<file path="src/light_sensor_consts.vh">
`ifndef LIGHT_SENSOR_CONSTS_VH
`define LIGHT_SENSOR_CONSTS_VH

// Bus address of the device (7 bits); plain default
`define BUS_ADDR_DEFAULT 7'h2a

// Register offsets (command pointer values)
`define OFS_LOW_LIMIT_LO 4'h2
`define OFS_LOW_LIMIT_HI 4'h3
`define OFS_HIGH_LIMIT_LO 4'h4
`define OFS_HIGH_LIMIT_HI 4'h5
`define OFS_IRQ_CONTROL 4'h6
`define OFS_PART_IDENTITY 4'ha
`define OFS_CHAN0_LOW 4'hc
`define OFS_CHAN0_HIGH 4'hd
`define OFS_CHAN1_LOW 4'he
`define OFS_CHAN1_HIGH 4'hf

// Command byte fields
`define CMD_SELECT_BIT 7
`define CMD_CLEAR_BIT 6
`define CMD_WORD_BIT 5

// Control register fields and codes
`define MODE_MSB 5
`define MODE_LSB 4
`define PERSIST_MSB 3
`define PERSIST_LSB 0
`define MODE_DISABLED 2'h0
`define MODE_LEVEL 2'h1
`define PERSIST_EVERY 4'h0
`define PERSIST_MAX 4'hf

// Identity fields; values are arbitrary
`define PART_CODE_VALUE 4'h5
`define SILICON_REV_VALUE 4'h1

// Reset values
`define COMMAND_RESET 8'h00
`define IRQ_CONTROL_RESET 8'h00
`define RESULT_RESET 16'h0000
`define LIMIT_RESET 16'h0000

// Bits in one bus byte
`define BITS_PER_BYTE 4'h8

`endif

</file>
<file path="src/light_sensor_irq_and_data_regs.v">
`timescale 1ns/100ps
`include "light_sensor_consts.vh"

module light_sensor_irq_and_data_regs #(
  parameter [6:0] BUS_ADDR = `BUS_ADDR_DEFAULT
) (
  input wire core_clk,
  input wire rstn,
  input wire scl_in,
  input wire sda_in,
  output wire sda_out,
  output wire sda_oe,
  input wire conv_done,
  input wire [15:0] chan0_sample,
  input wire [15:0] chan1_sample,
  output wire int_n
);

  localparam [6:0] ST_IDLE = 7'h01;
  localparam [6:0] ST_ADDR = 7'h02;
  localparam [6:0] ST_ACKA = 7'h04;
  localparam [6:0] ST_WR = 7'h08;
  localparam [6:0] ST_ACKW = 7'h10;
  localparam [6:0] ST_RD = 7'h20;
  localparam [6:0] ST_ACKR = 7'h40;

  reg scl_s1, scl_s2, scl_s3;
  reg sda_s1, sda_s2, sda_s3;
  reg [6:0] state_reg;
  reg [3:0] bit_cnt_reg;
  reg [7:0] shift_reg;
  reg [7:0] tx_reg;
  reg rw_reg;
  reg first_reg;
  reg [3:0] wr_idx_reg;
  reg [3:0] rd_idx_reg;
  reg sda_oe_reg;
  reg [7:0] command_reg;
  reg clear_reg;
  reg [7:0] irq_control_reg;
  reg [15:0] low_limit_reg;
  reg [15:0] high_limit_reg;
  reg [15:0] chan0_result_reg;
  reg [15:0] chan1_result_reg;
  reg [7:0] chan0_shadow_reg;
  reg [7:0] chan1_shadow_reg;
  reg [3:0] persist_cnt_reg;
  reg pending_reg;
  reg int_n_reg;
  reg [7:0] rd_data;

  // Synchronised bus lines; stage 3 only feeds edge detection
  always @(posedge core_clk or negedge rstn) begin
    if (!rstn) begin
      scl_s1 <= 1'b1;
      scl_s2 <= 1'b1;
      scl_s3 <= 1'b1;
      sda_s1 <= 1'b1;
      sda_s2 <= 1'b1;
      sda_s3 <= 1'b1;
    end else begin
      scl_s1 <= scl_in;
      scl_s2 <= scl_s1;
      scl_s3 <= scl_s2;
      sda_s1 <= sda_in;
      sda_s2 <= sda_s1;
      sda_s3 <= sda_s2;
    end
  end

  wire scl_rise = scl_s2 & ~scl_s3;
  wire scl_fall = ~scl_s2 & scl_s3;
  wire bus_start = scl_s2 & scl_s3 & sda_s3 & ~sda_s2;
  wire bus_stop = scl_s2 & scl_s3 & ~sda_s3 & sda_s2;
  wire byte_done = (bit_cnt_reg == `BITS_PER_BYTE);

  wire [3:0] ptr = command_reg[3:0];
  wire [3:0] rd_addr = ptr + rd_idx_reg;
  wire [3:0] wr_addr = ptr + wr_idx_reg;
  wire [1:0] mode = irq_control_reg[`MODE_MSB:`MODE_LSB];
  wire [3:0] persist = irq_control_reg[`PERSIST_MSB:`PERSIST_LSB];

  wire load_rd = scl_fall & ~bus_start & ~bus_stop &
    (((state_reg == ST_ACKA) & rw_reg) | (state_reg == ST_ACKR));

  // Read mux; channel high bytes come from the shadows
  always @* begin
    case (rd_addr)
      `OFS_LOW_LIMIT_LO: rd_data = low_limit_reg[7:0];
      `OFS_LOW_LIMIT_HI: rd_data = low_limit_reg[15:8];
      `OFS_HIGH_LIMIT_LO: rd_data = high_limit_reg[7:0];
      `OFS_HIGH_LIMIT_HI: rd_data = high_limit_reg[15:8];
      `OFS_IRQ_CONTROL: rd_data = irq_control_reg;
      `OFS_PART_IDENTITY:
        rd_data = {`PART_CODE_VALUE, `SILICON_REV_VALUE};
      `OFS_CHAN0_LOW: rd_data = chan0_result_reg[7:0];
      `OFS_CHAN0_HIGH: rd_data = chan0_shadow_reg;
      `OFS_CHAN1_LOW: rd_data = chan1_result_reg[7:0];
      `OFS_CHAN1_HIGH: rd_data = chan1_shadow_reg;
      default: rd_data = 8'h00;
    endcase
  end

  // Bus slave and register writes
  always @(posedge core_clk or negedge rstn) begin
    if (!rstn) begin
      state_reg <= ST_IDLE;
      bit_cnt_reg <= 4'h0;
      shift_reg <= 8'h00;
      tx_reg <= 8'h00;
      rw_reg <= 1'b0;
      first_reg <= 1'b0;
      wr_idx_reg <= 4'h0;
      rd_idx_reg <= 4'h0;
      sda_oe_reg <= 1'b0;
      command_reg <= `COMMAND_RESET;
      clear_reg <= 1'b0;
      irq_control_reg <= `IRQ_CONTROL_RESET;
      low_limit_reg <= `LIMIT_RESET;
      high_limit_reg <= `LIMIT_RESET;
      chan0_shadow_reg <= 8'h00;
      chan1_shadow_reg <= 8'h00;
    end else begin
      clear_reg <= 1'b0;
      if (bus_start) begin
        state_reg <= ST_ADDR;
        bit_cnt_reg <= 4'h0;
        sda_oe_reg <= 1'b0;
        first_reg <= 1'b1;
        wr_idx_reg <= 4'h0;
        rd_idx_reg <= 4'h0;
      end else if (bus_stop) begin
        state_reg <= ST_IDLE;
        sda_oe_reg <= 1'b0;
      end else begin
        case (state_reg)
          ST_IDLE: begin
            sda_oe_reg <= 1'b0;
          end
          ST_ADDR: begin
            if (scl_rise) begin
              shift_reg <= {shift_reg[6:0], sda_s2};
              bit_cnt_reg <= bit_cnt_reg + 4'h1;
            end else if (scl_fall && byte_done) begin
              if (shift_reg[7:1] == BUS_ADDR) begin
                rw_reg <= shift_reg[0];
                sda_oe_reg <= 1'b1;
                state_reg <= ST_ACKA;
              end else begin
                state_reg <= ST_IDLE;
              end
            end
          end
          // Write: the ACK ends on the next SCL fall, data bytes follow
          ST_ACKA: begin
            if (scl_fall && !rw_reg) begin
              sda_oe_reg <= 1'b0;
              bit_cnt_reg <= 4'h0;
              state_reg <= ST_WR;
            end
          end
          ST_WR: begin
            if (scl_rise) begin
              shift_reg <= {shift_reg[6:0], sda_s2};
              bit_cnt_reg <= bit_cnt_reg + 4'h1;
            end else if (scl_fall && byte_done) begin
              sda_oe_reg <= 1'b1;
              state_reg <= ST_ACKW;
              first_reg <= 1'b0;
              if (first_reg && shift_reg[`CMD_SELECT_BIT]) begin
                command_reg <= {shift_reg[7], 1'b0, shift_reg[5:0]};
                clear_reg <= shift_reg[`CMD_CLEAR_BIT];
              end else begin
                wr_idx_reg <= wr_idx_reg + 4'h1;
                case (wr_addr)
                  `OFS_LOW_LIMIT_LO: low_limit_reg[7:0] <= shift_reg;
                  `OFS_LOW_LIMIT_HI: low_limit_reg[15:8] <= shift_reg;
                  `OFS_HIGH_LIMIT_LO: high_limit_reg[7:0] <= shift_reg;
                  `OFS_HIGH_LIMIT_HI: high_limit_reg[15:8] <= shift_reg;
                  `OFS_IRQ_CONTROL: irq_control_reg <= {2'h0, shift_reg[5:0]};
                  default: ;
                endcase
              end
            end
          end
          ST_ACKW: begin
            if (scl_fall) begin
              sda_oe_reg <= 1'b0;
              bit_cnt_reg <= 4'h0;
              state_reg <= ST_WR;
            end
          end
          ST_RD: begin
            if (scl_rise) begin
              bit_cnt_reg <= bit_cnt_reg + 4'h1;
            end else if (scl_fall) begin
              if (byte_done) begin
                sda_oe_reg <= 1'b0;
                state_reg <= ST_ACKR;
              end else begin
                tx_reg <= {tx_reg[6:0], 1'b0};
                sda_oe_reg <= ~tx_reg[6];
              end
            end
          end
          ST_ACKR: begin
            // Master not acknowledging ends the read
            if (scl_rise && sda_s2) begin
              state_reg <= ST_IDLE;
            end
          end
          default: begin
            state_reg <= ST_IDLE;
          end
        endcase
        // Reads load a byte on the SCL fall that ends an ACK phase
        // A low-byte read freezes that channel's high byte at once
        if (load_rd) begin
          tx_reg <= rd_data;
          sda_oe_reg <= ~rd_data[7];
          bit_cnt_reg <= 4'h0;
          state_reg <= ST_RD;
          rd_idx_reg <= rd_idx_reg + 4'h1;
          if (rd_addr == `OFS_CHAN0_LOW) begin
            chan0_shadow_reg <= chan0_result_reg[15:8];
          end
          if (rd_addr == `OFS_CHAN1_LOW) begin
            chan1_shadow_reg <= chan1_result_reg[15:8];
          end
        end
      end
    end
  end

  // Window check on channel 0 only
  wire outside = (chan0_sample <= low_limit_reg) |
    (chan0_sample > high_limit_reg);
  wire [3:0] cnt_inc = (persist_cnt_reg == `PERSIST_MAX) ?
    persist_cnt_reg : persist_cnt_reg + 4'h1;
  wire level_mode = (mode == `MODE_LEVEL);
  wire fire = conv_done & level_mode &
    ((persist == `PERSIST_EVERY) |
     (outside & (cnt_inc >= persist)));

  // Results, persistence and pending flag
  always @(posedge core_clk or negedge rstn) begin
    if (!rstn) begin
      chan0_result_reg <= `RESULT_RESET;
      chan1_result_reg <= `RESULT_RESET;
      persist_cnt_reg <= 4'h0;
      pending_reg <= 1'b0;
      int_n_reg <= 1'b1;
    end else begin
      if (conv_done) begin
        // Shadows are untouched here, so they keep their latched value
        chan0_result_reg <= chan0_sample;
        chan1_result_reg <= chan1_sample;
        if (level_mode && outside) begin
          persist_cnt_reg <= cnt_inc;
        end else begin
          persist_cnt_reg <= 4'h0;
        end
      end
      // A new event wins over a clear in the same cycle
      if (fire) begin
        pending_reg <= 1'b1;
      end else if (clear_reg) begin
        pending_reg <= 1'b0;
      end
      int_n_reg <= ~((fire | (pending_reg & ~clear_reg)) &
        level_mode);
    end
  end

  assign sda_out = 1'b0;
  assign sda_oe = sda_oe_reg;
  assign int_n = int_n_reg;

endmodule // light_sensor_irq_and_data_regs

</file>
<file path="config.mk">
export PLATFORM = sky130hd
export DESIGN_NAME = light_sensor_irq_and_data_regs
export DESIGN_NICKNAME = d
export VERILOG_FILES = /design/src/light_sensor_irq_and_data_regs.v
export VERILOG_INCLUDE_DIRS = /design/src
export SDC_FILE = /design/constraint.sdc
export NUM_CORES = 1
export LEC_CHECK = 0
export ABC_AREA = 1
export BUFFER_PORTS_ARGS = -buffer_cell sky130_fd_sc_hd__buf_2
export CAP_MARGIN = 20
export CORE_MARGIN = 2
export CORE_UTILIZATION = 45
export CTS_CLUSTER_DIAMETER = 120
export DETAILED_ROUTE_END_ITERATION = 10
export PLACE_DENSITY = 0.62
export RECOVER_POWER = 100
export SLEW_MARGIN = 40
export SYNTH_ARGS = -nofsm -noshare
export SYNTH_HDL_FRONTEND = slang
export SYNTH_SLANG_ARGS = --single-unit
</file>
<file path="constraint.sdc">
create_clock -name core_clk -period 2.9 [get_ports core_clk]
set_input_delay 0.58 -clock core_clk [delete_from_list [all_inputs] [get_ports core_clk]]
set_output_delay 0.58 -clock core_clk [all_outputs]
set_load 0.05 [all_outputs]
</file>
==> reports/qor.txt <==
Tmin final - 2.48 ns
CTS Root Cell - clkbuf_16
Buffers on Ports - 38
CTS tree - built
top post-synthesis cells by area - dfrtp_1 (42%), nand2_1 (13%), ha_1 (7.4%)
Crit Path Class - flip-flop to flip-flop
first-pass GRT wire length - 33.2 mm
gp weighted congestion - 0.954
share of cells above drive strength 1 - 9.75%
final wirelength - 20.4 mm
Post-CTS Hold Buffers - 0
# fillers - 1722
CP startpoint kind - flip-flop
post-DP HPWL - 15.6 mm
synth warn - 0
IO Count - 40
Pwr Density - 524 mW/mm^2
DR vias/cell - 5.18
Post CTS Setup Buffer Count - 0
Die W - 137 um
routed len/inst - 15.8 um
Inst Count DP - 1260
Peak VDD IR - 0.438 mV
most common library cells after synthesis - nand2_1 (269), inv_1 (135), dfrtp_1 (132)
Critical Path Sink Type - flip-flop
Area growth, synth to finish - 12.0%
DRT antenna net count - 0
R2R depth - 11
DRC Markers - 0
min-delay worst type - input pin to flip-flop
synthesis-stage register bit count - 140
Leak Pwr - 4.46 nW
Fin. Hold Viols - 0
Reg2Reg Launch Point - rd_idx_reg[0]
main flop type after synthesis - dfrtp_1
Setup Viol. Count Final - 0
synth unique cells - 46
Max clock buf depth - 2
Post-synth EDFFs - 0
Resize count post-CTS - 0
cell with the most instances after synthesis - nand2_1
post-synthesis area per instance - 7.85 um^2
Hold Crit Start - scl_in
DR vias - 6699
initial DRC count - 580
Clock transition at path regs - 0.06 ns
register area share after synthesis - 44.4%
ys async rst share - 100%
Core Area - 0.0172 mm^2
Arr. time, crit path - 2.84 ns
Post-Syn Nets - 1094
initial core utilization - 45.9%
die area - 0.0187 mm^2
CP Max Fanout - 6
Pins Over Slew Limit - 68
CTS sink cnt - 140
final instance area - 0.00886 mm^2
vias in the first global route - 6221
Final Cycle Share - 85.4%
Worst-Skew Late Latency - 0.43 ns
Post-Layout Cell Count - 1292
die height - 137 um
unrepaired setup endpoints after global routing - no
Synth area leader - dfrtp_1
initial antenna violation count - 0
Area after DPL - 0.00838 mm^2
synthesized area - 0.00791 mm^2
maxcap violations - 1
skew final - 0.0100 ns
total CTS buffers - 17
end of the worst hold path - scl_s1
Site Rows - 48
Reg2Reg Setup Slack - 0.42 ns
failing checks - capacitance limit, slew limit
Rel. slew slack - -16.6%
Syn Inst Count - 1008
drt pass-1 iters - 4
hold path cells - 1
largest net degree at the start of global routing - 69
outcome - finished, violations left
WP data required - 3.26 ns
fmax - 0.404 GHz
CTS H-tree depth - 4
Yosys top cell area share - 41.7%
actual slew at the worst max-slew pin - 1.75 ns
Setup TNS - 0 ns
setup slack after layout - 0.422 ns
GRT Total Usage - 23.5%
RR Endpoint - tx_reg[3]
final net count - 1140
pre-CTS WS - 0.513 ns
Overflow after GRT - 0
worst hold slack - 0.244 ns
Antenna Diode Count - 0
-- final cells by class --
class | instances | area (um^2) | share of cell area, %
Clock buffer | 17 | 425 | 4.80
Tap cell | 225 | 282 | 3.18
Clock inverter | 15 | 154 | 1.74
Inverter | 141 | 529 | 5.97
Multi-Input combinational cell | 701 | 3660 | 41.4
Sequential cell | 140 | 3510 | 39.7
Timing Repair Buffer | 53 | 293 | 3.30
-- per-layer routing --
layer	routed length, um	global-route usage, %	part of all wire, %
met5	0	0	0
met4	204	5.56	1.0
met2	8880	34.6	43
met1	10300	35.4	50
met3	1070	4.85	5.3
-- through the flow --
| step | total power, mW | util [%] |
|---|---|---|
| 2_1_floorplan | 2.36 | - |
| 3_3_place_gp | 2.53 | 48.6 |
| 3_5_place_dp | 2.54 | 48.6 |
| 4_1_cts | 4.69 | 52.0 |
| 5_1_grt | 4.85 | 51.4 |
| 6_report | 4.64 | 51.4 |
-- worst max-delay path, cell delays in order (launching register included) --
cell,delay [ns]
dfrtp_1,0.42
ha_1,0.24
fa_1,0.38
xnor2_1,0.35
inv_1,0.19
nor2_1,0.15
nand2_1,0.13
o21ai_0,0.23
inv_1,0.06
nand3_1,0.08
nand2_1,0.05
a21oi_1,0.12
-- report_power, final --
group          internal, mW  switching [mW]
registers              2.03          0.0478
logic                 0.124           0.285
clock network          1.21           0.943
total                  3.36            1.28
-- logic make-up (layout without fill, tap and decap cells) --
family | after synthesis | in the layout | share of synthesized area [%]
and+or+nand+nor | 479 | 479 | 26.9
buffers and inverters | 167 | 226 | 8.40
adders and majority gates | 49 | 49 | 7.94
other | 1 | 1 | 0.0474
AOI/OAI and AO/OA | 161 | 161 | 11.1
DFF | 140 | 140 | 44.4
xor gates and xnor gates | 11 | 11 | 1.31
-- placed cells by master, fill, tap and decap left out, types with 4 or more instances in the layout --
cell type and count:
o21ai_1 4, xor2_1 7, inv_1 137, nand4_1 35, ha_1 47, nor2_1 81, nand3_1 62, nor3_1 9
clkbuf_16 17, xnor2_1 4, buf_2 34, dfstp_2 5, clkinvlp_4 5, dfrtp_1 132, inv_6 5, nand2_1 271
a21oi_1 41, clkbuf_1 8, o21ai_0 105, buf_4 9
-- worst max path at each step --
stage / endpoint / cells after the start / from
2_1_floorplan: sda_oe / 11 / rd_idx_reg[0]
3_3_place_gp: tx_reg[0] / 12 / rd_idx_reg[0]
3_5_place_dp: chan1_shadow_reg[0] / 9 / rd_idx_reg[0]
4_1_cts: tx_reg[0] / 12 / rd_idx_reg[0]
5_1_grt: sda_oe / 12 / rd_idx_reg[0]
6_report: tx_reg[3] / 11 / rd_idx_reg[0]
(Power assumes the default switching activity.)
